==> src/gdfr_defines.svh <==
// gdfr_defines.svh: encodings, reset values and timing figures of the fault block
// assumes a 10 MHz sys_clk; included by the package and the design files
`ifndef GDFR_DEFINES_SVH
`define GDFR_DEFINES_SVH

`define GDFR_CLK_PERIOD_NS 100
`define GDFR_RETRY_MS 4
`define GDFR_RETRY_CYCLES (`GDFR_RETRY_MS * 1000000 / `GDFR_CLK_PERIOD_NS)
`define GDFR_GATE_WINDOW_NS 4000
`define GDFR_GATE_CYCLES (`GDFR_GATE_WINDOW_NS / `GDFR_CLK_PERIOD_NS)
`define GDFR_CNT_W 16
`define GDFR_OCP_LATCH 2'h0
`define GDFR_OCP_RETRY 2'h1
`define GDFR_OCP_REPORT 2'h2
`define GDFR_OCP_OFF 2'h3
`define GDFR_SYNC_W 20
// enable idles high, so its stage resets high: no false clear edge after reset
`define GDFR_SYNC_RST 20'h00800
`define GDFR_SYNC_COND_LO 13
`define GDFR_SYNC_CLR 12
`define GDFR_SYNC_EN 11
`define GDFR_SYNC_STRAP_HI 10
`define GDFR_CAP_EDGES 2'h2

`endif

==> src/gdfr_pkg.sv <==
// gdfr_pkg: types shared by the fault supervision block
// assumes gdfr_defines.svh is on the include path
`include "gdfr_defines.svh"
package gdfr_pkg;

  // analog comparator outputs, all asynchronous to sys_clk
  typedef struct packed {
    logic supplyUndervoltage;
    logic chargepumpUndervoltage;
    logic drainSourceOvercurrent;
    logic shuntOvercurrent;
    logic gateStuck;
    logic thermalWarning;
    logic thermalShutdown;
  } gdfr_cond_t;

  // power-up straps, held until the next reset
  typedef struct packed {
    logic hwVariant;
    logic enableLatched;
    logic [2:0] gateCurrentSelect;
    logic [2:0] drainThresholdSelect;
    logic [1:0] modeSelect;
    logic [1:0] gainSelect;
  } gdfr_strap_t;

  typedef enum logic [1:0] {
    GDFR_RT_IDLE = 2'b01,
    GDFR_RT_WAIT = 2'b10
  } gdfr_retry_t;

endpackage

==> src/gdfr_top.sv <==
// gdfr_top: fault supervision and response of a three-phase gate driver
// assumes comparator and pin levels are asynchronous; fault pin has an outside pullup
`timescale 1ns/1ns
`include "gdfr_defines.svh"
// Operation
// RQ1 - supply undervoltage: report, float, logic off
// RQ2 - charge pump undervoltage unless disabled: report, float
// RQ3 - drain-source overcurrent follows four response modes
// RQ4 - shunt overcurrent follows same four modes
// RQ5 - shunt overcurrent silent when mode off/disabled
// RQ6 - gate stuck past window latches shutdown
// RQ7 - thermal warning reports only when enabled
// RQ8 - thermal shutdown floats drivers, auto recovers
// RQ9 - fault pin only pulls low, pullup outside
// RQ10 - seven-level straps captured once at power-up
// RQ11 - enable, mode, gain captured at power-up
// RQ12 - hardware variant forces four millisecond retry
// RQ13 - latched flags need clear and condition gone
// RQ14 - pin and float from all active sources
module gdfr_top
  import gdfr_pkg::*;
#(
  parameter int RETRY_CYCLES = `GDFR_RETRY_CYCLES
)
(
  // clock and reset
  input wire logic sys_clk,
  input wire logic rst_n,
  // analog fault comparators
  input wire gdfr_cond_t condIn,
  // controller pins
  input wire logic clearFaultsCmd,
  input wire logic enablePin,
  // straps
  input wire logic hwVariantPin,
  input wire logic [2:0] gateCurrentSelectPin,
  input wire logic [2:0] drainThresholdSelectPin,
  input wire logic [1:0] modeSelectPin,
  input wire logic [1:0] gainSelectPin,
  // configuration
  input wire logic chargepumpUvDisable,
  input wire logic [1:0] overcurrentResponseMode,
  input wire logic senseOcpDisable,
  input wire logic gateFaultDisable,
  input wire logic thermalWarnReport,
  // fault pin, open drain
  output logic faultOutO,
  output logic faultOutOe,
  // driver and status
  output logic gatesHiZ,
  output logic logicDisabled,
  output logic flagDrainOc,
  output logic flagShuntOc,
  output logic flagGateFault,
  output gdfr_strap_t straps
);

  logic [`GDFR_SYNC_W-1:0] syncVec;
  gdfr_cond_t cond;
  logic clrSync;
  logic enSync;
  logic clrPrev_r;
  logic clrPrev_nxt;
  logic enPrev_r;
  logic enPrev_nxt;
  logic capDone_r;
  logic capDone_nxt;
  logic [1:0] capCnt_r;
  logic [1:0] capCnt_nxt;
  gdfr_strap_t straps_nxt;
  logic [1:0] ocpMode;
  logic cpuvOn;
  logic clearEv;
  logic vdsEv;
  logic senEv;
  logic faultOutOe_nxt;
  logic gatesHiZ_nxt;
  logic logicDisabled_nxt;
  logic flagDrainOc_nxt;
  logic flagShuntOc_nxt;
  logic flagGateFault_nxt;
  gdfr_retry_t rtState_r;
  gdfr_retry_t rtState_nxt;
  logic [`GDFR_CNT_W-1:0] rtCnt_r;
  logic [`GDFR_CNT_W-1:0] rtCnt_nxt;
  logic [`GDFR_CNT_W-1:0] stuckCnt_r;
  logic [`GDFR_CNT_W-1:0] stuckCnt_nxt;

  gdfr_sync u_sync (
    .sys_clk(sys_clk),
    .rst_n(rst_n),
    .asyncIn({condIn, clearFaultsCmd, enablePin, hwVariantPin, gateCurrentSelectPin,
      drainThresholdSelectPin, modeSelectPin, gainSelectPin}),
    .syncOut(syncVec)
  );

  assign cond = syncVec[`GDFR_SYNC_W-1:`GDFR_SYNC_COND_LO];
  assign clrSync = syncVec[`GDFR_SYNC_CLR];
  assign enSync = syncVec[`GDFR_SYNC_EN];

  // straps: synced pins, taken once the sync bank has filled after reset
  always_comb
  begin
    capCnt_nxt = capCnt_r;
    capDone_nxt = capDone_r;
    straps_nxt = straps;
    if (capCnt_r != `GDFR_CAP_EDGES)
      capCnt_nxt = capCnt_r + 2'h1;
    // RQ10 RQ11 one-shot capture
    else if (!capDone_r)
    begin
      capDone_nxt = 1'b1;
      straps_nxt = {syncVec[`GDFR_SYNC_STRAP_HI], enSync, syncVec[`GDFR_SYNC_STRAP_HI-1:0]};
    end
  end

  // clear is a rising edge of the command or the end of an enable low pulse
  always_comb
  begin
    clrPrev_nxt = clrSync;
    enPrev_nxt = enSync;
    clearEv = (clrSync && !clrPrev_r) || (enSync && !enPrev_r);
    // RQ12 hardware variant forces retry
    ocpMode = straps.hwVariant ? `GDFR_OCP_RETRY : overcurrentResponseMode;
    // charge pump check cannot be switched off on the hardware variant
    cpuvOn = cond.chargepumpUndervoltage && (straps.hwVariant || !chargepumpUvDisable);
    // RQ3 mode off ignores drain events
    vdsEv = cond.drainSourceOvercurrent && (ocpMode != `GDFR_OCP_OFF);
    // RQ5 shunt silent when off or disabled
    senEv = cond.shuntOvercurrent && (ocpMode != `GDFR_OCP_OFF) && !senseOcpDisable;
  end

  // flags, retry timer and gate-window counter
  always_comb
  begin
    flagDrainOc_nxt = flagDrainOc;
    flagShuntOc_nxt = flagShuntOc;
    flagGateFault_nxt = flagGateFault;
    rtState_nxt = rtState_r;
    rtCnt_nxt = rtCnt_r;
    stuckCnt_nxt = '0;
    // RQ13 clear only when condition gone
    if (clearEv && ocpMode != `GDFR_OCP_RETRY)
    begin
      if (!cond.drainSourceOvercurrent)
        flagDrainOc_nxt = 1'b0;
      if (!cond.shuntOvercurrent)
        flagShuntOc_nxt = 1'b0;
    end
    if (clearEv && !cond.gateStuck)
      flagGateFault_nxt = 1'b0;
    // RQ3 RQ4 retry expiry releases flags
    case (rtState_r)
      GDFR_RT_IDLE:
      begin
        rtCnt_nxt = '0;
      end
      GDFR_RT_WAIT:
      begin
        if (ocpMode != `GDFR_OCP_RETRY)
          rtState_nxt = GDFR_RT_IDLE;
        else if (rtCnt_r == RETRY_CYCLES[`GDFR_CNT_W-1:0] - 16'h0001)
        begin
          rtState_nxt = GDFR_RT_IDLE;
          flagDrainOc_nxt = 1'b0;
          flagShuntOc_nxt = 1'b0;
        end
        else
          rtCnt_nxt = rtCnt_r + 16'h0001;
      end
      default:
      begin
        rtState_nxt = GDFR_RT_IDLE;
      end
    endcase
    // RQ3 RQ4 events set, winning over clears
    if (vdsEv)
      flagDrainOc_nxt = 1'b1;
    if (senEv)
      flagShuntOc_nxt = 1'b1;
    if ((vdsEv || senEv) && ocpMode == `GDFR_OCP_RETRY && rtState_r == GDFR_RT_IDLE)
    begin
      rtState_nxt = GDFR_RT_WAIT;
      rtCnt_nxt = '0;
    end
    // RQ6 stuck gate timed against window
    if (cond.gateStuck && !gateFaultDisable)
    begin
      if (stuckCnt_r == 16'(`GDFR_GATE_CYCLES - 1))
      begin
        flagGateFault_nxt = 1'b1;
        stuckCnt_nxt = stuckCnt_r;
      end
      else
        stuckCnt_nxt = stuckCnt_r + 16'h0001;
    end
  end

  // pin and driver control from next-state flags and live conditions
  always_comb
  begin
    // RQ1 RQ2 RQ7 RQ8 RQ14 report sources
    faultOutOe_nxt = cond.supplyUndervoltage || cpuvOn || flagDrainOc_nxt ||
      flagShuntOc_nxt || flagGateFault_nxt ||
      (cond.thermalWarning && thermalWarnReport) || cond.thermalShutdown;
    // RQ1 RQ2 RQ8 RQ14 float sources; report-only leaves drivers on
    gatesHiZ_nxt = cond.supplyUndervoltage || cpuvOn || flagGateFault_nxt ||
      cond.thermalShutdown ||
      ((flagDrainOc_nxt || flagShuntOc_nxt) && (ocpMode == `GDFR_OCP_LATCH ||
      ocpMode == `GDFR_OCP_RETRY));
    // RQ1 logic off during undervoltage
    logicDisabled_nxt = cond.supplyUndervoltage;
  end

  always_ff @(posedge sys_clk or negedge rst_n)
  begin
    if (!rst_n)
    begin
      clrPrev_r <= 1'b0;
      enPrev_r <= 1'b1;
      capDone_r <= 1'b0;
      capCnt_r <= '0;
      straps <= '0;
      flagDrainOc <= 1'b0;
      flagShuntOc <= 1'b0;
      flagGateFault <= 1'b0;
      rtState_r <= GDFR_RT_IDLE;
      rtCnt_r <= '0;
      stuckCnt_r <= '0;
      faultOutOe <= 1'b0;
      faultOutO <= 1'b0;
      gatesHiZ <= 1'b1;
      logicDisabled <= 1'b1;
    end
    else
    begin
      clrPrev_r <= clrPrev_nxt;
      enPrev_r <= enPrev_nxt;
      capDone_r <= capDone_nxt;
      capCnt_r <= capCnt_nxt;
      straps <= straps_nxt;
      flagDrainOc <= flagDrainOc_nxt;
      flagShuntOc <= flagShuntOc_nxt;
      flagGateFault <= flagGateFault_nxt;
      rtState_r <= rtState_nxt;
      rtCnt_r <= rtCnt_nxt;
      stuckCnt_r <= stuckCnt_nxt;
      faultOutOe <= faultOutOe_nxt;
      // RQ9 drive only low
      faultOutO <= 1'b0;
      gatesHiZ <= gatesHiZ_nxt;
      logicDisabled <= logicDisabled_nxt;
    end
  end
endmodule

==> src/gdfr_sync.sv <==
// gdfr_sync: two-stage synchroniser bank for pin and comparator levels
// assumes each input is a slow level; no bus coherence between bits
`timescale 1ns/1ns
`include "gdfr_defines.svh"
module gdfr_sync
  import gdfr_pkg::*;
(
  // clock and reset
  input wire logic sys_clk,
  input wire logic rst_n,
  // levels
  input wire logic [`GDFR_SYNC_W-1:0] asyncIn,
  output logic [`GDFR_SYNC_W-1:0] syncOut
);

  logic [`GDFR_SYNC_W-1:0] meta_r;
  logic [`GDFR_SYNC_W-1:0] meta_nxt;
  logic [`GDFR_SYNC_W-1:0] syncOut_nxt;

  always_comb
  begin
    meta_nxt = asyncIn;
    syncOut_nxt = meta_r;
  end

  // first stage is read only by the second
  always_ff @(posedge sys_clk or negedge rst_n)
  begin
    if (!rst_n)
    begin
      meta_r <= `GDFR_SYNC_RST;
      syncOut <= `GDFR_SYNC_RST;
    end
    else
    begin
      meta_r <= meta_nxt;
      syncOut <= syncOut_nxt;
    end
  end

endmodule

==> config.mk <==
export PLATFORM = sky130hd
export DESIGN_NAME = gdfr_top
export DESIGN_NICKNAME = d
export VERILOG_FILES = /design/src/gdfr_pkg.sv /design/src/gdfr_top.sv /design/src/gdfr_sync.sv
export VERILOG_INCLUDE_DIRS = /design/src /design/src/src
export SDC_FILE = /design/constraint.sdc
export NUM_CORES = 1
export LEC_CHECK = 0
export BUFFER_PORTS_ARGS = -buffer_cell sky130_fd_sc_hd__clkbuf_2
export CORE_MARGIN = 2
export CORE_UTILIZATION = 48
export DETAILED_ROUTE_END_ITERATION = 10
export GPL_ROUTABILITY_DRIVEN = 0
export MAX_ROUTING_LAYER = met4
export PLACE_DENSITY = 0.71
export SYNTH_ARGS = -nofsm -noshare
export SYNTH_HDL_FRONTEND = slang
export SYNTH_HIERARCHICAL = 1
export SYNTH_SLANG_ARGS = --single-unit
==> constraint.sdc <==
create_clock -name sys_clk -period 2.4 [get_ports sys_clk]
set_clock_uncertainty 0.05 [all_clocks]
set_input_delay 0.48 -clock sys_clk [delete_from_list [all_inputs] [get_ports sys_clk]]
set_output_delay 0.48 -clock sys_clk [all_outputs]
set_load 0.005 [all_outputs]
# Word-level counts from Yosys, hierarchy flattened
# Index checks and enable logic that the tools add are counted.
# word_totals
out_inout_bits	19
regBits	97
wordCells	103
inputBits	28
# op_classes
n_bitwise	2
addsub	3
muxes	26
n_eq_ne	13
n_reduce_logical	38
# op_table
op	count
$mux 16	5
$add 16x1->16 const B	2
$pmux 16 s2	1
$eq 16x16->1 const B	1
$eq 16x6->1 const B	1
$mux 1	15
$logic_or 1x1->1	14
$logic_and 1x1->1	13
$mux 2	4
$logic_not 1->1	6
$ne 2x2->1 const B	3
$ne 3x3->1 const B	2
$eq 2x1->1 const B	2
$ne 2x1->1 const B	2
$ne 4x4->1 const B	1
$pmux 2 s2	1
$reduce_and 2->1	2
$reduce_and 3->1	1
$reduce_bool 3->1	1
$add 2x1->2 const B	1
$eq 2x2->1 const B	1
$logic_not 2->1	1
$not 1->1	2

# Longest topological paths before layout
# Gate-level depths: netlist of run 1.
# depth
depth_word	14
depth_mapped	7

# Cells and area by module
# The synthesis of run 1 kept the hierarchy.
# by_module_without_submodules
mod	instances	cells_each	seq_area_each_um2	area_per_inst_um2
gdfr_top	1	292	1431.4	2880.3
gdfr_sync	1	40	1003.5	1003.5

# Least setup slack after synthesis of run 1
# No wires, ideal clock.
# synth_timing
kind	input-to-reg
start	input overcurrentResponseMode[1]
end	register rtCnt_r[15]
path_slack_ns	0.366
setup_ns	0.083
t_arrival_ns	1.901
stages	5
path_cell_list	nand2b_1 a2111oi_2 or4b_1 or3_1 o21ai_0
# synth_between
elab_chain_len	9
word_cells_on_any_way	15
cone_classes	eq/ne (5); mux (2); reduce/logical (8)
# synth_rtl
item	line	rtl
start, declared	gdfr_top.sv:42	input wire logic [1:0] overcurrentResponseMode,
$mux 2 *	gdfr_top.sv:124	ocpMode = straps.hwVariant ? `GDFR_OCP_RETRY : overcurrentResponseMode;
$ne 2x2->1 (no line)	-	
$logic_and 1x1->1 (2 in a row)	gdfr_top.sv:130	senEv = cond.shuntOvercurrent && (ocpMode != `GDFR_OCP_OFF) && !senseOcpDisable;
$logic_or 1x1->1	gdfr_top.sv:181	if ((vdsEv || senEv) && ocpMode == `GDFR_OCP_RETRY && rtState_r == GDFR_RT_IDLE)
$logic_and 1x1->1 (no line)	-	
$logic_and 1x1->1	gdfr_top.sv:181	
$ne 3x3->1 (no line) / $reduce_bool 3->1 (equally long branches)	-	
$reduce_and 3->1 (no line)	-	
end signal, assigned	gdfr_top.sv:246	rtCnt_r <= rtCnt_nxt;
end, declared	gdfr_top.sv:84	logic [`GDFR_CNT_W-1:0] rtCnt_r;
# Mark *: on every way between the ends. The rest lies on a longest branch, timed or not.
# A chain may end at the register's enable or synchronous reset.

# Worst setup path in the final report of run 1
# layout_timing
start	register rtCnt_r[8]
end	register faultOutOe
# layout_between
elab_chain_len	10
word_cells_on_any_way	14
cone_classes	eq/ne (1); mux (8); reduce/logical (5)
# layout_rtl
item	line	rtl
$eq 16x16->1 *	gdfr_top.sv:162	else if (rtCnt_r == RETRY_CYCLES[`GDFR_CNT_W-1:0] - 16'h0001)
$mux 1	gdfr_top.sv:162	
$mux 1	gdfr_top.sv:160	if (ocpMode != `GDFR_OCP_RETRY)
$mux 1	gdfr_top.sv:153	case (rtState_r)
$mux 1	gdfr_top.sv:177	if (vdsEv)
$logic_or 1x1->1	gdfr_top.sv:203	faultOutOe_nxt = cond.supplyUndervoltage || cpuvOn || flagDrainOc_nxt ||
$logic_or 1x1->1 *	gdfr_top.sv:203	
$logic_or 1x1->1 * (2 in a row)	gdfr_top.sv:204	flagShuntOc_nxt || flagGateFault_nxt ||
$logic_or 1x1->1 *	gdfr_top.sv:205	(cond.thermalWarning && thermalWarnReport) || cond.thermalShutdown;
named net faultOutOe_nxt	gdfr_top.sv:76	logic faultOutOe_nxt;
end signal, assigned	gdfr_top.sv:248	faultOutOe <= faultOutOe_nxt;
end, declared	gdfr_top.sv:48	output logic faultOutOe,
# The timed path passes the listed nets; every way through them passes the cells marked *.

==> metrics.csv, run 1 <==
metric,value,unit
first-pass GRT wire length,12630,microns
RSZ-0062 raised after global routing,no,
Area growth syn-to-layout,16.46,%
Core ar.,7767,sq um
crit path cell chain,nor4b_1 > nand4_1 > nor2_1 > a21oi_1 > or3_1,
Hold Crit Depth,1,
internal power,0.002364,W
Gate power share,14.6,%
antenna violations before repair,0,
Worst R2R End,faultOutOe$_DFF_PN0_,
reg2reg path depth,5,
"delay-heaviest family, CP",simple AND/OR/NAND/NOR gates,
full die area,8827,sq um
WP buf/inv,0,
Fin Hold WS,0.1351,ns
"area leader, netlist",dfrtp_1,
largest stage delay on the critical path,0.44,ns
Syn Inst Count,332,
# Max-Cap Violations,0,
post-route cell area,4523,sq um
outcome,"finished, final reports clean",
First DRT Iteration DRCs,217,
flop2flop setup slack,0.25,ns
clk buf depth,2,
Site Rows,32,
DRC,0,
synth top area cells,"dfrtp_1, dfstp_2, mux2_2, o21ai_0, xor2_1",
CP Depth,5,
worst-margin pin slew,0.5744,ns
count of state elements after synthesis,97,
"Max stage delay cell, worst path",dfrtp_1,
Slew HR,61.70,%
synth unique cells,44,
DR pass1 iterations,4,
drt total wl,7308,microns
Switch Pwr,0.0009537,W
Root Driver,clkbuf_8,
Slew Limit Fails,0,
HP Class,input pin to register,
number of buffers added on ports,45,
vias per inst,5.455,
H-Tree Level Count,3,
Synth Net Count,365,
CTS Buf Count,9,
reg2reg start,rtCnt_r[8]$_DFFE_PN0P_,
die width,93.95,microns
WL per Instance,14.65,microns
clk_lat worst skew,0.37,ns
Antenna diodes,0,
maximum number of pins on one net before global-route repair,51,
sequential-to-total area share from yosys stat,62.69,%
fmax,0.4657,GHz
ANT nets after route,0,
hpwl dp,5070,microns
final period utilization,89.47,%
"Async S/R FF share, synth",100.0,%
"Cell Area, Synth",3884,sq um
Critical Path Start Type,register,
Syn Area/Cell,11.70,sq um
Worst Path Required,2.61,ns
total congestion overflow,0,
maximum vdd drop,0.0004382,V
Leak,1.998,nW
top-area cell type share of the netlist area,58.63,%
setup violators final,0,
crit path to,faultOutOe$_DFF_PN0_,
Setup CP Type,register to register,
sequential power share,53.2,%
switching portion of total power,28.75,%
Post-synth EDFFs,0,
starting density of the core,50.00,%
Vias,2722,
CTS tree,done,
num ports,47,
placed inst area,4304,sq um
vias in the first global route,2674,
crit path launch,rtCnt_r[8]$_DFFE_PN0P_,
CP max FO,8,
pwr dens,733.4,nW/um^2
CP endpoint kind,register,
Clk pwr share,32.2,%
min Tclk post-route,2.147,ns
TritonCTS Sinks,97,
# nets final,425,
clock-pin transition on the worst setup and hold timing paths,0.11,ns
total negative slack,0,ns
CP arrival,2.36,ns
Final Hold Fails,0,
Vert. Die Dim,93.95,microns
ys flop type,dfrtp_1,
Total GRT Usage,18.90,%
Ys Warns,6,
layout cells sized above 1,24.69,%
-- stage by stage --
| stage | power (W) | cells | util, % | worst slack, ns |
|---|---|---|---|---|
| 2_1_floorplan | 0.002085 | 332 | - | 0.3663 |
| 3_3_place_gp | 0.002258 | 482 | 55.41 | 0.2140 |
| 3_5_place_dp | 0.002276 | 482 | 55.41 | 0.1090 |
| 4_1_cts | 0.003351 | 499 | 58.23 | 0.2745 |
| 5_1_grt | 0.003494 | 499 | 58.23 | 0.1177 |
| 6_report | 0.003317 | 499 | 58.23 | 0.2527 |
-- final cells by class --
type,count,area [sq um]
repair buffers,58,340.3
inverters,18,67.56
fillers,660,3244
clock buffers,10,137.6
multi-input cells,208,1344
flip-flops and latches,97,2435
well taps,102,127.6
clock inverters,6,71.32
-- cells in the mapped netlist, types with 2 or more instances --
| cell | n |
|---|---|
| a21oi_1 | 15 |
| a31o_2 | 2 |
| and2_1 | 3 |
| and3_1 | 7 |
| and4_1 | 5 |
| clkbuf_1 | 8 |
| dfrtp_1 | 91 |
| dfstp_2 | 6 |
| ha_1 | 5 |
| inv_1 | 17 |
| mux2_2 | 12 |
| nand2_1 | 21 |
| nand2b_1 | 4 |
| nand3_1 | 11 |
| nand3b_1 | 3 |
| nand4_1 | 12 |
| nor2_1 | 21 |
| nor2b_1 | 4 |
| nor3_1 | 4 |
| nor4b_1 | 3 |
| o2111ai_1 | 4 |
| o211ai_1 | 2 |
| o21ai_0 | 21 |
| o221ai_1 | 2 |
| o31ai_1 | 6 |
| or2_2 | 3 |
| or3_1 | 12 |
| xnor2_1 | 3 |
| xor2_1 | 10 |
-- how the worst min path moves through the flow --
stage                                      from                           end  slack (ns)
finish                                enablePin   u_sync/meta_r[11]$_DFF_PN1_        0.14
global route                          enablePin   u_sync/meta_r[11]$_DFF_PN1_        0.11
global placement     u_sync/meta_r[1]$_DFF_PN0_   u_sync/syncOut[1]$_DFF_PN0_        0.28
CTS                                   enablePin   u_sync/meta_r[11]$_DFF_PN1_        0.12
floorplan                                 rst_n       capCnt_r[0]$_DFFE_PN0P_        0.13
detailed placement  u_sync/meta_r[16]$_DFF_PN0_  u_sync/syncOut[16]$_DFF_PN0_        0.28
-- flip-flops by register name, indices dropped and copies added, names as in the netlist --
name and count:
capCnt_r 2, capDone_r 1, clrPrev_r 1, enPrev_r 1
faultOutOe 1, flagDrainOc 1, flagGateFault 1, flagShuntOc 1
gatesHiZ 1, logicDisabled 1, rtCnt_r 16, rtState_r 2
straps 12, stuckCnt_r 16, u_sync/meta_r 20, u_sync/syncOut 20
-- power by group through the flow --
stage | Clock (W) | Combinational, W | Sequential [W]
2_1_floorplan | 0 | 0.000298 | 0.00179
3_5_place_dp | 0 | 0.000480 | 0.00180
4_1_cts | 0.00110 | 0.000486 | 0.00177
3_3_place_gp | 0 | 0.000465 | 0.00179
6_report | 0.00107 | 0.000486 | 0.00176
5_1_grt | 0.00117 | 0.000550 | 0.00178
-- metal layers --
metal  track usage, %  part of all wire, %  vias to the layer above
li1                 -                    -                     1296
met1            25.12                   45                     1313
met2            27.50                   46                       95
met3            5.457                  6.6                       18
met4            7.729                  2.2                        0
met5                -                    0                        -
-- cells in the final DEF, fill, tap and decap left out, types with 3 or more instances in the layout --
master | netlist | layout
buf_4 | 1 | 12
ha_1 | 5 | 5
nand3_1 | 11 | 11
o21ai_0 | 21 | 21
nand4_1 | 12 | 12
and2_1 | 3 | 3
xnor2_1 | 3 | 3
o31ai_1 | 6 | 6
a21oi_1 | 15 | 15
nand2_1 | 21 | 21
dfstp_2 | 6 | 6
inv_1 | 17 | 17
nor2b_1 | 4 | 4
clkbuf_2 | 0 | 44
mux2_2 | 12 | 12
nand2b_1 | 4 | 4
nand3b_1 | 3 | 3
nor2_1 | 21 | 21
xor2_1 | 10 | 10
dfrtp_1 | 91 | 91
o2111ai_1 | 4 | 4
nor4b_1 | 3 | 3
and4_1 | 5 | 5
or3_1 | 12 | 12
or2_2 | 3 | 3
clkbuf_8 | 0 | 10
and3_1 | 7 | 7
nor3_1 | 4 | 4
-- cell families (layout without fill, tap and decap cells) --
family          count (synthesis)  count (layout)  synth area share (%)
buf+inv                        27              92                 2.706
fa+ha+maj                       5               5                 1.611
mux                            13              13                 3.737
compound gates                 59              59                 9.729
simple gates                  117             117                 16.49
xor+xnor                       13              13                 2.932
other cells                     1               1               0.09656
flops                          97              97                 62.69
-- timing repair --
item	CTS	global route
endpoints found under the hold margin	18	0
setup buffers	0	0
gates resized for setup	0	0
hold buffers	1	0
No activity file was read; power rests on OpenSTA's default activity.
==> run 2: changes to the inputs <==
Settings changed: BUFFER_PORTS_ARGS -buffer_cell sky130_fd_sc_hd__clkbuf_2 to not set, DONT_BUFFER_PORTS set to 1, PLACE_DENSITY 0.71 to 0.66.
==> metrics.csv, run 2 (synthesis gave the netlist of run 1 again) <==
metric,value,unit,change
top flop regs,"u_sync/meta_r x20, u_sync/syncOut x20",,
Vert. Die Dim,93.95,microns,unchanged
HP Class,input pin to asynchronous set/reset pin,,
pwr dens,759.5,nW/um^2,+3.6%
most frequent cells in the layout,"dfrtp_1, o21ai_0, nor2_1, nand2_1, inv_1",,
storage element area,2435,sq um,unchanged
Core ar.,7767,sq um,unchanged
layout cells sized above 1,14.61,%,-10 points
Antenna diodes,0,,unchanged
Slew Limit Fails,0,,unchanged
outcome,finished with violations,,
Vias,2487,,-8.6%
Gate power share,11.7,%,-2.9 points
clock-pin transition on the worst setup and hold timing paths,0.10,ns,about the same
hpwl dp,4741,microns,-6.5%
post-CTS sizing,0,,unchanged
Post-Place Cells,435,,-9.8%
Root Driver,clkbuf_8,,
vias in the first global route,2448,,-8.5%
Clk pwr share,33.7,%,+1.5 points
"most common cell after layout, fill and taps aside",dfrtp_1,,
fill cell count,662,,+0.30%
Site Rows,32,,unchanged
die width,93.95,microns,unchanged
Area growth syn-to-layout,9.794,%,
clk buf depth,2,,unchanged
Worst R2R End,rtCnt_r[15]$_DFFE_PN0P_,,
reg2reg path depth,5,,unchanged
ANT nets after route,0,,unchanged
Final Hold Fails,97,,+97
number of buffers added on ports,0,,-100%
TritonCTS Sinks,97,,unchanged
final core area utilization,54.90,%,-3.3 points
failing checks,negative hold slack,,
# nets final,377,,-11%
Setup CP Type,register to register,,
full die area,8827,sq um,unchanged
maximum vdd drop,0.0003820,V,-13%
Total GRT Usage,17.92,%,-0.98 points
Critical Path Start Type,register,,
first-pass GRT wire length,11900,microns,-5.8%
RSZ-0062 raised after global routing,no,,
Fin Hold WS,-0.2510,ns,-0.3862 ns
fmax,0.4870,GHz,+4.6%
num ports,47,,unchanged
final std cells w/o fill,451,,-9.6%
min Tclk post-route,2.053,ns,-0.09383 ns
WL per Instance,15.79,microns,+7.8%
total negative slack,0,ns,unchanged
setup violators final,0,,unchanged
internal power,0.002307,W,-2.4%
multi-input logic area,1344,sq um,unchanged
final period utilization,85.56,%,-3.9 points
reg2reg start,straps[11]$_DFFE_PN0P_,,
CTS tree,done,,
Switch Pwr,0.0009313,W,-2.3%
post-route cell area,4264,sq um,-5.7%
flop2flop setup slack,0.35,ns,+0.09 ns
First DRT Iteration DRCs,217,,unchanged
Leak,1.798,nW,-10%
switching portion of total power,28.76,%,about the same
placed inst area,4049,sq um,-5.9%
CP arrival,2.29,ns,-0.07 ns
starting density of the core,50.00,%,unchanged
crit path to,rtCnt_r[15]$_DFFE_PN0P_,,
CP endpoint kind,register,,
CTS Buf Count,9,,unchanged
vias per inst,5.514,,+1.1%
total congestion overflow,0,,unchanged
# Max-Cap Violations,0,,unchanged
antenna violations before repair,0,,unchanged
worst-margin pin slew,0.5226,ns,-0.05185 ns
DR pass1 iterations,4,,unchanged
DRC,0,,unchanged
clk_lat worst skew,0.36,ns,about the same
maximum number of pins on one net before global-route repair,98,,+92%
postcts setup bufs,0,,unchanged
crit path launch,straps[11]$_DFFE_PN0P_,,
sequential power share,54.7,%,+1.5 points
Slew HR,65.16,%,+3.5 points
drt total wl,7122,microns,-2.5%
CP max FO,9,,+1
Worst Path Required,2.64,ns,+0.03 ns
H-Tree Level Count,3,,unchanged
==> run 2: cell types whose count changed in the layout (fill, tap and decap cells not counted), sizes merged <==
cell | before | now
clkbuf | 54 | 9
buf | 13 | 10
clkinv | 2 | 3
clkinvlp | 1 | 0
dlygate4sd3 | 1 | 0
inv | 21 | 22
==> run 2: metal layers <==
metal | global-route usage, % | up-vias | routed length (microns)
li1 | - | 1198 | -
met1 | 23.97 | 1227 | 3293
met2 | 27.14 | 58 | 3382
met3 | 5.217 | 4 | 396
met4 | 4.710 | 0 | 49
met5 | - | - | 0
==> run 2: power groups by stage <==
stage / Sequential, W / Combinational [W] / Clock (W)
floorplan: 0.00179 / 0.000298 / 0
global placement: 0.00180 / 0.000371 / 0
detailed placement: 0.00180 / 0.000381 / 0
CTS: 0.00177 / 0.000382 / 0.00113
global route: 0.00178 / 0.000433 / 0.00120
finish: 0.00177 / 0.000377 / 0.00109
==> run 2: cell type report <==
cell class / count / share of cell area, %
sequential: 97 / 57.10
multi-input combinational: 208 / 31.51
tap: 102 / 2.993
clock buffer: 9 / 2.905
clock inverter: 7 / 2.142
timing repair buffer: 10 / 1.761
inverter: 18 / 1.585
==> run 2: per-stage QoR <==
stage | total power (W) | worst slack [ns]
global placement | 0.002171 | 0.3100
global route | 0.003415 | 0.1682
CTS | 0.003287 | 0.3527
detailed placement | 0.002185 | 0.2570
floorplan | 0.002085 | 0.3663
finish | 0.003239 | 0.3465
==> run 2: worst min path at each step <==
stage / from / to / slack [ns] / cells after the start
6_report: rst_n / stuckCnt_r[7]$_DFFE_PN0P_ / -0.25 / 0
3_3_place_gp: rst_n / stuckCnt_r[6]$_DFFE_PN0P_ / 0.14 / 0
5_1_grt: rst_n / straps[7]$_DFFE_PN0P_ / -0.29 / 0
4_1_cts: rst_n / u_sync/syncOut[3]$_DFF_PN0_ / -0.28 / 0
2_1_floorplan: rst_n / capCnt_r[0]$_DFFE_PN0P_ / 0.13 / 0
3_5_place_dp: rst_n / stuckCnt_r[12]$_DFFE_PN0P_ / 0.14 / 0
==> run 2: critical path, stage by stage, from the launching register on <==
cell and delay, ns:
dfrtp_1 0.56, inv_2 0.12, a2111oi_2 0.34, or4b_1 0.49
or3_1 0.35, o21ai_0 0.07
